==> src/shared/bank_fsm_pkg.sv <==
// Package with command codes, bank states and timing constants for the bank command machine
package bank_fsm_pkg;
   // Decoded command kinds
   typedef enum logic [3:0] {
      cmd_deselect = 4'h0,
      cmd_nop = 4'h1,
      cmd_read = 4'h2,
      cmd_write = 4'h3,
      cmd_row_open = 4'h4,
      cmd_close = 4'h5,
      cmd_refresh = 4'h6,
      cmd_mode_set = 4'h7
   } cmd_t;

   // Bank states, one-hot
   typedef enum logic [10:0] {
      st_idle = 11'h001,
      st_row_activating = 11'h002,
      st_active = 11'h004,
      st_read = 11'h008,
      st_write = 11'h010,
      st_read_autoclose = 11'h020,
      st_write_autoclose = 11'h040,
      st_precharging = 11'h080,
      st_write_recovering = 11'h100,
      st_write_recovering_ac = 11'h200,
      st_refreshing = 11'h400
   } bank_state_t;

   // Times in ns
   localparam int CLK_PERIOD_NS = 40;
   localparam int PRECHARGE_PERIOD_NS = 15;
   localparam int ACTIVATE_TO_COLUMN_DELAY_NS = 15;
   localparam int WRITE_RECOVERY_TIME_NS = 15;
   localparam int REFRESH_CYCLE_TIME_NS = 195;
   localparam int MODE_SET_DELAY_NS = 80;

   // Least times rounded up to cycles, at least one
   function automatic int ns_to_cyc(input int ns);
      int c;
      c = (ns + CLK_PERIOD_NS - 1) / CLK_PERIOD_NS;
      return (c < 1) ? 1 : c;
   endfunction : ns_to_cyc

   localparam int PRECHARGE_PERIOD_CYC = ns_to_cyc(PRECHARGE_PERIOD_NS);
   localparam int ACTIVATE_TO_COLUMN_DELAY_CYC = ns_to_cyc(ACTIVATE_TO_COLUMN_DELAY_NS);
   localparam int WRITE_RECOVERY_TIME_CYC = ns_to_cyc(WRITE_RECOVERY_TIME_NS);
   localparam int REFRESH_CYCLE_TIME_CYC = ns_to_cyc(REFRESH_CYCLE_TIME_NS);
   localparam int MODE_SET_DELAY_CYC = ns_to_cyc(MODE_SET_DELAY_NS);

   localparam int BANK_COUNT = 8;
   localparam int BANK_ADDR_W = 3;
   localparam int TIMER_W = 8;
   localparam int BURST_LEN_DEFAULT = 8;
   localparam int BEATS_PER_CYCLE = 2;
endpackage : bank_fsm_pkg

==> src/shared/cmd_bus_if.sv <==
// Interface carrying a decoded command from the decoder to the bank machines
`timescale 1ns/10ps
interface cmd_bus_if;
   bank_fsm_pkg::cmd_t cmd;
   logic [bank_fsm_pkg::BANK_ADDR_W-1:0] bank;
   logic autoclose_all_bit;
   logic cke_now;
   logic cke_prev;
   modport source (output cmd, bank, autoclose_all_bit, cke_now, cke_prev);
   modport sink (input cmd, bank, autoclose_all_bit, cke_now, cke_prev);
endinterface : cmd_bus_if

==> src/rtl/cmd_decoder.sv <==
// Command decoder from chip select, row strobe, column strobe and write enable
`timescale 1ns/10ps
module cmd_decoder (
   // Clock and reset
   input wire logic clk_sys,
   input wire logic reset_n,
   // Command pins sampled at the rising edge
   input wire logic chip_select_n,
   input wire logic row_strobe_n,
   input wire logic column_strobe_n,
   input wire logic write_enable_n,
   input wire logic clock_enable,
   input wire logic [bank_fsm_pkg::BANK_ADDR_W-1:0] bank_addr,
   input wire logic autoclose_all_bit,
   // Decoded command
   cmd_bus_if.source bus
);
   typedef struct packed {
      logic cke_prev;
   } dec_state_t;

   dec_state_t cur_ff;
   dec_state_t nxt_cur;

   always_comb begin
      nxt_cur.cke_prev = clock_enable;
   end

   always_ff @(posedge clk_sys or negedge reset_n) begin
      if (!reset_n) begin
         cur_ff <= '{cke_prev: 1'b1};
      end else begin
         cur_ff <= nxt_cur;
      end
   end

   always_comb begin
      if (chip_select_n) begin
         bus.cmd = bank_fsm_pkg::cmd_deselect;
      end else begin
         case ({row_strobe_n, column_strobe_n, write_enable_n})
            3'h7: bus.cmd = bank_fsm_pkg::cmd_nop;
            3'h5: bus.cmd = bank_fsm_pkg::cmd_read;
            3'h4: bus.cmd = bank_fsm_pkg::cmd_write;
            3'h3: bus.cmd = bank_fsm_pkg::cmd_row_open;
            3'h2: bus.cmd = bank_fsm_pkg::cmd_close;
            3'h1: bus.cmd = bank_fsm_pkg::cmd_refresh;
            3'h0: bus.cmd = bank_fsm_pkg::cmd_mode_set;
            default: bus.cmd = bank_fsm_pkg::cmd_nop;
         endcase
      end
   end

   assign bus.bank = bank_addr;
   assign bus.autoclose_all_bit = autoclose_all_bit;
   assign bus.cke_now = clock_enable;
   assign bus.cke_prev = cur_ff.cke_prev;
endmodule : cmd_decoder

==> src/rtl/sdram_bank_command_state_machine.sv <==
// Per-bank command state machine of a double-data-rate synchronous DRAM
// Operation
// - Commands decode from select, strobes, write enable and clock enable at rising edge.
// - Precharge from idle or active closes addressed bank, or all with autoclose bit.
// - Refresh in idle is auto refresh with enable high, self refresh with it low.
// - Activated bank accepts only deselect or nop, becomes active after delay.
// - Open row plus read command starts read burst, with or without autoclose.
// - Open row plus write command starts write burst, with or without autoclose.
// - Deselect or nop lets any burst run to its last beat.
// - Read interrupts plain read burst; other commands during read are illegal.
// - Write interrupts plain write burst; other commands during write are illegal.
// - Precharging accepts deselect, nop, precharge; idle after precharge period.
// - Write recovery after plain write returns to active after recovery time.
// - Write recovery after plain write accepts new write; others illegal.
// - Autoclose write recovery accepts only deselect or nop, then precharges.
// - Auto refresh accepts only deselect or nop, idle after refresh cycle time.
// - Mode set accepts only deselect or nop, idle after mode set delay.
`timescale 1ns/10ps
module sdram_bank_command_state_machine #(
   parameter int BURST_LEN = bank_fsm_pkg::BURST_LEN_DEFAULT
) (
   // Clock and reset
   input wire logic clk_sys,
   input wire logic reset_n,
   // Command pins
   input wire logic chip_select_n,
   input wire logic row_strobe_n,
   input wire logic column_strobe_n,
   input wire logic write_enable_n,
   input wire logic clock_enable,
   input wire logic [bank_fsm_pkg::BANK_ADDR_W-1:0] bank_addr,
   input wire logic autoclose_all_bit,
   // Bank status
   output logic [bank_fsm_pkg::BANK_COUNT-1:0] bank_idle,
   output logic [bank_fsm_pkg::BANK_COUNT-1:0] bank_open,
   output logic [bank_fsm_pkg::BANK_COUNT-1:0] bank_bursting,
   output logic mode_reg_busy,
   output logic self_refresh,
   output logic power_down,
   output logic illegal_cmd
);
   localparam int NB = bank_fsm_pkg::BANK_COUNT;
   localparam int TW = bank_fsm_pkg::TIMER_W;
   localparam logic [TW-1:0] BURST_CYC = TW'(BURST_LEN / bank_fsm_pkg::BEATS_PER_CYCLE);

   cmd_bus_if bus ();

   cmd_decoder u_dec (
      .clk_sys(clk_sys),
      .reset_n(reset_n),
      .chip_select_n(chip_select_n),
      .row_strobe_n(row_strobe_n),
      .column_strobe_n(column_strobe_n),
      .write_enable_n(write_enable_n),
      .clock_enable(clock_enable),
      .bank_addr(bank_addr),
      .autoclose_all_bit(autoclose_all_bit),
      .bus(bus.source)
   );

   typedef struct packed {
      bank_fsm_pkg::bank_state_t [NB-1:0] st;
      logic [NB-1:0][TW-1:0] tmr;
      logic [TW-1:0] mrs_tmr;
      logic self_ref;
      logic pdown;
      logic illegal;
      logic [NB-1:0] idle_o;
      logic [NB-1:0] open_o;
      logic [NB-1:0] burst_o;
      logic mrs_o;
   } core_t;

   core_t cur_ff;
   core_t nxt_cur;

   function automatic logic [TW-1:0] cyc(input int n);
      return TW'(n);
   endfunction : cyc

   function automatic logic quiet(input bank_fsm_pkg::cmd_t c);
      return (c == bank_fsm_pkg::cmd_deselect) || (c == bank_fsm_pkg::cmd_nop);
   endfunction : quiet

   always_comb begin
      logic all_idle;
      logic hit;
      logic live;
      logic timed_out;
      bank_fsm_pkg::cmd_t c;
      all_idle = 1'b0;
      hit = 1'b0;
      live = 1'b0;
      timed_out = 1'b0;
      c = bus.cmd;
      nxt_cur = cur_ff;
      nxt_cur.illegal = 1'b0;
      // Commands apply only in normal operation
      live = !(cur_ff.self_ref || cur_ff.pdown || !bus.cke_now || cur_ff.mrs_tmr != '0);
      all_idle = (cur_ff.mrs_tmr == '0) && !cur_ff.self_ref;
      for (int b = 0; b < NB; b++) begin
         all_idle = all_idle && (cur_ff.st[b] == bank_fsm_pkg::st_idle);
      end
      // Self refresh and power-down hold until clock enable returns
      if (cur_ff.self_ref || cur_ff.pdown) begin
         if (bus.cke_now) begin
            nxt_cur.self_ref = 1'b0;
            nxt_cur.pdown = 1'b0;
         end
      end else if (bus.cke_prev && !bus.cke_now) begin
         if (c == bank_fsm_pkg::cmd_refresh && all_idle) begin
            nxt_cur.self_ref = 1'b1;
         end else if (quiet(c)) begin
            nxt_cur.pdown = 1'b1;
         end else begin
            nxt_cur.illegal = 1'b1;
         end
      end else if (cur_ff.mrs_tmr != '0) begin
         nxt_cur.mrs_tmr = cur_ff.mrs_tmr - cyc(1);
         if (!quiet(c)) begin
            nxt_cur.illegal = 1'b1;
         end
      end else if (c == bank_fsm_pkg::cmd_mode_set) begin
         if (all_idle) begin
            nxt_cur.mrs_tmr = cyc(bank_fsm_pkg::MODE_SET_DELAY_CYC);
         end else begin
            nxt_cur.illegal = 1'b1;
         end
      end
      for (int b = 0; b < NB; b++) begin
         hit = (bus.bank == (bank_fsm_pkg::BANK_ADDR_W)'(b));
         timed_out = (cur_ff.tmr[b] <= cyc(1));
         if (cur_ff.tmr[b] != '0) begin
            nxt_cur.tmr[b] = cur_ff.tmr[b] - cyc(1);
         end
         if (!live) begin
            hit = 1'b0;
         end
         case (cur_ff.st[b])
            bank_fsm_pkg::st_idle: begin
               if (hit && c == bank_fsm_pkg::cmd_row_open) begin
                  nxt_cur.st[b] = bank_fsm_pkg::st_row_activating;
                  nxt_cur.tmr[b] = cyc(bank_fsm_pkg::ACTIVATE_TO_COLUMN_DELAY_CYC);
               end else if (c == bank_fsm_pkg::cmd_refresh && all_idle && bus.cke_now && !cur_ff.pdown) begin
                  nxt_cur.st[b] = bank_fsm_pkg::st_refreshing;
                  nxt_cur.tmr[b] = cyc(bank_fsm_pkg::REFRESH_CYCLE_TIME_CYC);
               end else if (hit && (c == bank_fsm_pkg::cmd_read || c == bank_fsm_pkg::cmd_write)) begin
                  nxt_cur.illegal = 1'b1;
               end
            end
            bank_fsm_pkg::st_row_activating: begin
               if (timed_out) begin
                  nxt_cur.st[b] = bank_fsm_pkg::st_active;
               end
               if (hit && !quiet(c)) begin
                  nxt_cur.illegal = 1'b1;
               end
            end
            bank_fsm_pkg::st_active, bank_fsm_pkg::st_write_recovering, bank_fsm_pkg::st_read,
            bank_fsm_pkg::st_write: begin
               if (cur_ff.st[b] != bank_fsm_pkg::st_active && timed_out) begin
                  if (cur_ff.st[b] == bank_fsm_pkg::st_write) begin
                     nxt_cur.st[b] = bank_fsm_pkg::st_write_recovering;
                     nxt_cur.tmr[b] = cyc(bank_fsm_pkg::WRITE_RECOVERY_TIME_CYC);
                  end else begin
                     nxt_cur.st[b] = bank_fsm_pkg::st_active;
                  end
               end
               if (hit && c == bank_fsm_pkg::cmd_read && cur_ff.st[b] inside {bank_fsm_pkg::st_active,
                     bank_fsm_pkg::st_read}) begin
                  nxt_cur.st[b] = bus.autoclose_all_bit ? bank_fsm_pkg::st_read_autoclose
                     : bank_fsm_pkg::st_read;
                  nxt_cur.tmr[b] = BURST_CYC;
               end else if (hit && c == bank_fsm_pkg::cmd_write && cur_ff.st[b] != bank_fsm_pkg::st_read) begin
                  nxt_cur.st[b] = bus.autoclose_all_bit ? bank_fsm_pkg::st_write_autoclose
                     : bank_fsm_pkg::st_write;
                  nxt_cur.tmr[b] = BURST_CYC;
               end else if (c == bank_fsm_pkg::cmd_close && (hit || (live && bus.autoclose_all_bit))
                     && cur_ff.st[b] == bank_fsm_pkg::st_active) begin
                  nxt_cur.st[b] = bank_fsm_pkg::st_precharging;
                  nxt_cur.tmr[b] = cyc(bank_fsm_pkg::PRECHARGE_PERIOD_CYC);
               end else if (hit && !quiet(c)) begin
                  nxt_cur.illegal = 1'b1;
               end
            end
            bank_fsm_pkg::st_read_autoclose, bank_fsm_pkg::st_write_autoclose: begin
               if (timed_out) begin
                  if (cur_ff.st[b] == bank_fsm_pkg::st_write_autoclose) begin
                     nxt_cur.st[b] = bank_fsm_pkg::st_write_recovering_ac;
                     nxt_cur.tmr[b] = cyc(bank_fsm_pkg::WRITE_RECOVERY_TIME_CYC);
                  end else begin
                     nxt_cur.st[b] = bank_fsm_pkg::st_precharging;
                     nxt_cur.tmr[b] = cyc(bank_fsm_pkg::PRECHARGE_PERIOD_CYC);
                  end
               end
               if (hit && !quiet(c)) begin
                  nxt_cur.illegal = 1'b1;
               end
            end
            bank_fsm_pkg::st_write_recovering_ac: begin
               if (timed_out) begin
                  nxt_cur.st[b] = bank_fsm_pkg::st_precharging;
                  nxt_cur.tmr[b] = cyc(bank_fsm_pkg::PRECHARGE_PERIOD_CYC);
               end
               if (hit && !quiet(c)) begin
                  nxt_cur.illegal = 1'b1;
               end
            end
            bank_fsm_pkg::st_precharging: begin
               if (timed_out) begin
                  nxt_cur.st[b] = bank_fsm_pkg::st_idle;
               end
               if (hit && !quiet(c) && c != bank_fsm_pkg::cmd_close) begin
                  nxt_cur.illegal = 1'b1;
               end
            end
            bank_fsm_pkg::st_refreshing: begin
               if (timed_out) begin
                  nxt_cur.st[b] = bank_fsm_pkg::st_idle;
               end
               if (!quiet(c) && bus.cke_now) begin
                  nxt_cur.illegal = 1'b1;
               end
            end
            default: begin
               nxt_cur.st[b] = bank_fsm_pkg::st_idle;
               nxt_cur.tmr[b] = '0;
            end
         endcase
         // Precharge to an idle bank, single or all, is a no-op
         if (c == bank_fsm_pkg::cmd_close && cur_ff.st[b] == bank_fsm_pkg::st_idle) begin
            nxt_cur.st[b] = bank_fsm_pkg::st_idle;
         end
         nxt_cur.idle_o[b] = (nxt_cur.st[b] == bank_fsm_pkg::st_idle);
         nxt_cur.open_o[b] = !(nxt_cur.st[b] inside {bank_fsm_pkg::st_idle, bank_fsm_pkg::st_precharging,
            bank_fsm_pkg::st_refreshing});
         nxt_cur.burst_o[b] = nxt_cur.st[b] inside {bank_fsm_pkg::st_read, bank_fsm_pkg::st_write,
            bank_fsm_pkg::st_read_autoclose, bank_fsm_pkg::st_write_autoclose};
      end
      nxt_cur.mrs_o = (nxt_cur.mrs_tmr != '0);
   end

   always_ff @(posedge clk_sys or negedge reset_n) begin
      if (!reset_n) begin
         for (int b = 0; b < NB; b++) begin
            cur_ff.st[b] <= bank_fsm_pkg::st_idle;
            cur_ff.tmr[b] <= '0;
         end
         cur_ff.mrs_tmr <= '0;
         cur_ff.self_ref <= 1'b0;
         cur_ff.pdown <= 1'b0;
         cur_ff.illegal <= 1'b0;
         cur_ff.idle_o <= '1;
         cur_ff.open_o <= '0;
         cur_ff.burst_o <= '0;
         cur_ff.mrs_o <= 1'b0;
      end else begin
         cur_ff <= nxt_cur;
      end
   end

   assign bank_idle = cur_ff.idle_o;
   assign bank_open = cur_ff.open_o;
   assign bank_bursting = cur_ff.burst_o;
   assign mode_reg_busy = cur_ff.mrs_o;
   assign self_refresh = cur_ff.self_ref;
   assign power_down = cur_ff.pdown;
   assign illegal_cmd = cur_ff.illegal;
endmodule : sdram_bank_command_state_machine

==> config.mk <==
export PLATFORM = sky130hd
export DESIGN_NAME = sdram_bank_command_state_machine
export DESIGN_NICKNAME = d
export VERILOG_FILES = /design/src/shared/bank_fsm_pkg.sv /design/src/shared/cmd_bus_if.sv /design/src/rtl/cmd_decoder.sv /design/src/rtl/sdram_bank_command_state_machine.sv
export SDC_FILE = /design/constraint.sdc
export NUM_CORES = 1
export LEC_CHECK = 0
export BUFFER_PORTS_ARGS = -buffer_cell sky130_fd_sc_hd__buf_2
export CELL_PAD_IN_SITES_DETAIL_PLACEMENT = 2
export CELL_PAD_IN_SITES_GLOBAL_PLACEMENT = 2
export CORE_ASPECT_RATIO = 0.6
export CORE_MARGIN = 8
export CORE_UTILIZATION = 36
export CTS_BUF_LIST = sky130_fd_sc_hd__clkbuf_4
export DETAILED_ROUTE_END_ITERATION = 10
export PLACE_DENSITY = 0.89
export SYNTH_ARGS = -nofsm -noshare
export SYNTH_HDL_FRONTEND = slang
export SYNTH_SLANG_ARGS = --single-unit
==> constraint.sdc <==
create_clock -name clk_sys -period 3.1 [get_ports clk_sys]
set_input_delay 0.62 -clock clk_sys [delete_from_list [all_inputs] [get_ports clk_sys]]
set_output_delay 0.62 -clock clk_sys [all_outputs]
set_load 0.03 [all_outputs]
[Yosys cells after proc, flatten, opt, wreduce, memory -nomap -nowiden]
Cells that the tools add are included.
Word-level totals
  output and inout bits: 28
  bits of input ports: 11
  flip-flop bits (word level): 189
Cells by class
  mux-type cells: 301
  equal/unequal tests: 182
  $add $sub $neg: 9
  reduce and logical (&&, ||, !) cells: 228
  order comparisons: 8
Operator list (number)
  11-bit two-way mux: 88
  8-bit two-way mux: 77
  11-bit one-hot mux with 6 select lines: 8
  8-bit one-hot mux with 4 select lines: 8
  11-bit by 1-bit == test with 1-bit output, second input constant: 16
  11-bit == test, second input constant: 16
  11-bit by 4-bit == test with 1-bit output, second input constant: 16
  11-bit by 5-bit == test with 1-bit output, second input constant: 16
  11-bit by 6-bit == test with 1-bit output, second input constant: 16
  11-bit by 7-bit == test with 1-bit output, second input constant: 16
  11-bit by 8-bit == test with 1-bit output, second input constant: 16
  1-bit logical AND: 111
  11-bit by 10-bit == test with 1-bit output, second input constant: 8
  11-bit by 2-bit == test with 1-bit output, second input constant: 8
  11-bit by 3-bit == test with 1-bit output, second input constant: 8
  11-bit by 9-bit == test with 1-bit output, second input constant: 8
  1-bit two-way mux: 88
  11-bit by 3-bit != test with 1-bit output, second input constant: 8
  11-bit by 4-bit != test with 1-bit output, second input constant: 8
  10-bit two-way mux: 8
  8-bit nonzero test: 10
  9-bit two-way mux: 8
  8-bit by 1-bit subtractor with 8-bit output, second input constant: 9
  8-bit by 1-bit <= comparator with 1-bit output, second input constant: 8
  other kinds (27): 145

[Depth between registers and ports, before layout]
  depth after elaboration: 55
  mapped depth: 12
  depth with buffers taken out: 10

[Hierarchy]
Synthesis repeated with hierarchy kept, for this count alone.
Second synthesis, totals
  cell total of the unflattened synthesis: 1655
  area total of the unflattened synthesis: 13518.0 sq um
By module, submodules not included
  sdram_bank_command_state_machine: area an instance 13422.9 sq um, cells each 1643, instances 1
  cmd_decoder: area an instance 95.1 sq um, cells each 12, instances 1

[Worst setup path after synthesis]
No wires, ideal clock.
  kind: input to register
  start point: in row_strobe_n
  end point: reg cur_ff (netlist bit bank_bursting[2])
  setup time: 0.132 ns
  stages: 10
  arrival: 3.104 ns
  path slack: -0.136 ns
  data required time: 2.968 ns
  path through: buf_2 -> or4b_2 -> clkbuf_1 -> or4_1 -> o21ai_0 -> a21oi_1 -> inv_1 -> o211ai_1 -> a22o_1 -> or3b_1
RTL lines
  from (decl): RTL line sdram_bank_command_state_machine.sv:27  | input wire logic row_strobe_n,
  to (signal assigned): RTL line sdram_bank_command_state_machine.sv:258  | cur_ff <= nxt_cur;
  to (decl): RTL line sdram_bank_command_state_machine.sv:74  | core_t cur_ff;

==> results_dict.tcl <==
set metrics [dict create \
    hpwlAfterDp_um 51360 \
    relSlewSlack_pct 41.30 \
    status "complete, but fails checks" \
    seq_area_um2 4753 \
    die_area_um2 44340 \
    syn_area_per_cell_um2 8.189 \
    cts_root_buf "clkbuf_4" \
    met2_length_um 35810 \
    endpoint "bank_bursting[6]$_DFF_PN0_" \
    multi_input_area_um2 8836 \
    worst_pin_slew_ns 0.8805 \
    highest_layer "met4" \
    wl_met3_um 7096 \
    tritoncts "built" \
    cp_slowest_cell "or4_1" \
    htreeDepth 4 \
    synth_top_area_share_pct 31.74 \
    synth_area_um2 13560 \
    reg2reg_from "cur_ff[29]$_DFF_PN0_" \
    grt_pass1_wl_um 109500 \
    wl_um 78890 \
    placed_area_um2 16030 \
    ys_seq_elements 189 \
    r2r_cells 12 \
    first_global_vias 17580 \
    clk_path_buf_depth 2 \
    hold_class "in2reg" \
    dr.first_iter.drc_count 2006 \
    mostFrequentLayoutCell "buf_4" \
    r2r_slack_ns -0.24 \
    yosys_warnings 0 \
    place_congestion 0.9865 \
    crit_fanout 4 \
    core-area_um2 37440 \
    power_leakage_nw 7.757 \
    crit_cells 12 \
    worstReg2RegEnd "bank_bursting[6]$_DFF_PN0_" \
    io_pins 39 \
    areaGrowthSynthToFinish_pct 28.40 \
    route.vias.total 16640 \
    period_minus_slack_ns 3.336 \
    synth_area_leaders "dfrtp_1, nor2_1, nand2_1" \
    nFillCells 4123 \
    finalSetupViolations 50 \
    grt_max_degree 70 \
    clock_latency_ns 0.75 \
    wire_per_inst_um 32.03 \
    first_pass_iters 5 \
    path_cells "inv_2 > ha_4 > or3b_4 > or3_4 > buf_6 > buf_4 > a211oi_4 > nor3_2 > nor3b_1 > a21oi_1 > nor2_1 > or4_1" \
    io_buffers 38 \
    startpoint_type "register" \
    rsz0062_at_grt "true" \
    cts_buffers 17 \
    synth-edff-count 0 \
    slew_violations 0 \
    synth_flop_cell "dfrtp_1" \
    cap_violations 0 \
    final_nets 1962 \
    num_rows 55 \
    max_freq_mhz 299.7 \
    crit_path_end_kind "register" \
    syn-num-nets 1686 \
    synth_cell_types 95 \
    ys_seq_area_share_pct 35.03 \
    synth_area_leader_cell "dfrtp_1" \
    wl_met1_um 31180 \
    setup_slack_ns -0.2364 \
    crit_buf_inv 3 \
    hold_viol 0 \
    clock_skew_ns 0.04269 \
    synthCells 1656 \
    violations "setup timing" \
    final_cell_mix "buf_4, nor2_1, dfrtp_1" \
    ant_nets 0 \
    initial_core_util_pct 36.23 \
    worstSetupStartpoint "cur_ff[29]$_DFF_PN0_" \
    min_period_over_period_pct 107.6 \
    cp.arrival_ns 3.96 \
    finalSetupTns_ns -3.274 \
    slowest_delay_ns 0.52 \
    final_area_um2 17410 \
    crit_required_ns 3.72 \
    chipHeight_um 166.3 \
    path_clk_slew_ns 0.21 \
    layout-drive-gt1-share_pct 28.74 \
    drt-vias-per-instance 6.758 \
    synth-async-reset-ratio_pct 100.0 \
    crit_family "simple AND/OR/NAND/NOR gates" \
    power_density_nw_per_um2 625.7 \
    grt-ovfl-total 0 \
    remaining_drc_errors 0 \
    die_x_um 266.6 \
    antenna_found_initial 7 \
    ir_worst_vdd_uv 383.5 \
    cts.sinks 189 \
    critPathKind "reg2reg" \
    grtUsageTotal_pct 31.46 \
    place_worst_setup_slack_ns -0.4104 \
]
logic make-up (layout without fill, tap and decap cells):
family,Yosys count,count (layout),share of synthesized area [%]
flip-flops,189,189,35.03
XOR/XNOR,78,78,5.037
multiplexers,9,9,0.6643
other,0,5,0
adder cells (fa/ha/maj),19,19,1.753
AO/OA/AOI/OAI,373,373,19.11
buffers and inverters,143,432,4.788
AND/OR/NAND/NOR,845,845,33.62
how the worst min path moves through the flow:
stage                               from                           end  depth (start not counted)  slack (ns)
floorplan                        reset_n    bank_bursting[0]$_DFF_PN0_                          0        0.32
global placement    cur_ff[77]$_DFF_PN0_          cur_ff[77]$_DFF_PN0_                          2        0.53
detailed placement  cur_ff[95]$_DFF_PN0_          cur_ff[95]$_DFF_PN0_                          2        0.55
CTS                         clock_enable  u_dec.bus.cke_prev$_DFF_PN1_                          2        0.14
global route                clock_enable  u_dec.bus.cke_prev$_DFF_PN1_                          2        0.15
finish                      clock_enable  u_dec.bus.cke_prev$_DFF_PN1_                          2        0.15
where the power goes:
group / leakage [nW] / switching (mW) / internal [mW]
Combinational: 5.14 / 3.53 / 2.09
Sequential: 2.46 / 0.572 / 3.04
Clock: 0.155 / 1.16 / 0.508
Total: 7.76 / 5.26 / 5.64
sequential cells by signal, indices dropped and copies added (netlist names):
register / count
bank_bursting: 8
bank_open: 8
power_down: 1
illegal_cmd: 1
bank_idle: 8
cur_ff: 160
mode_reg_busy: 1
u_dec.bus.cke_prev: 1
self_refresh: 1
metrics by stage:
stage / total power [mW] / utilization [%] / std cells / hold WS, ns
after floorplan: 6.449 / - / 1656 / 0.3244
after global placement: 7.847 / 42.81 / 2378 / 0.5285
after detailed placement: 8.379 / 42.81 / 2378 / 0.5469
after CTS: 10.24 / 44.88 / 2436 / 0.1355
after global routing: 11.32 / 46.51 / 2463 / 0.1528
final: 10.89 / 46.51 / 2463 / 0.1523
what timing repair did:
item / CTS / global route
setup endpoints to repair: 93 / 81
resized for setup: 62 / 92
pin swaps: 24 / 41
endpoints found under the hold margin: 61 / 0
hold buffers: 1 / 0
setup buffers: 25 / 22
per-layer routing:
layer / up-vias / global-route usage, %
met5: - / 0
met2: 1123 / 50.16
met1: 8426 / 40.21
li1: 6704 / -
met4: 0 / 13.92
met3: 391 / 7.483
cell type report:
cell class	instances	area share, %
clock inverters	14	0.9197
inverters	39	0.8407
diodes	5	0.07185
flip-flops and latches	189	27.30
multi-input cells	1324	50.74
repair buffers	361	15.66
clock buffers	18	0.7760
well taps	513	3.686
cells in the mapped netlist, types with 6 or more instances:
| library cell | number |
|---|---|
| nor2_1 | 182 |
| dfrtp_1 | 172 |
| nand2_1 | 143 |
| nor3_1 | 99 |
| o21ai_0 | 85 |
| a21oi_1 | 68 |
| clkbuf_1 | 68 |
| nand3_1 | 67 |
| nand4_1 | 62 |
| nor4_1 | 60 |
| xnor2_1 | 47 |
| inv_1 | 39 |
| nor2b_1 | 33 |
| xor2_1 | 31 |
| nand2b_1 | 26 |
| and2_1 | 24 |
| buf_4 | 24 |
| o211ai_1 | 23 |
| a211oi_1 | 20 |
| ha_1 | 19 |
| nor3b_1 | 18 |
| dfstp_2 | 17 |
| or4_1 | 17 |
| or3_1 | 16 |
| and3_1 | 14 |
| o21a_1 | 13 |
| o31ai_1 | 13 |
| a21o_1 | 12 |
| a22o_1 | 11 |
| a31oi_1 | 11 |
| and4_1 | 11 |
| or2_2 | 11 |
| mux2i_1 | 9 |
| o41ai_1 | 9 |
| nand3b_1 | 8 |
| nand4b_1 | 8 |
| a211o_1 | 7 |
| a22oi_1 | 7 |
| or3b_2 | 7 |
| a41oi_1 | 6 |
| buf_2 | 6 |
| nor4_2 | 6 |
| o311ai_0 | 6 |
Power figures use the tool's default switching activity.
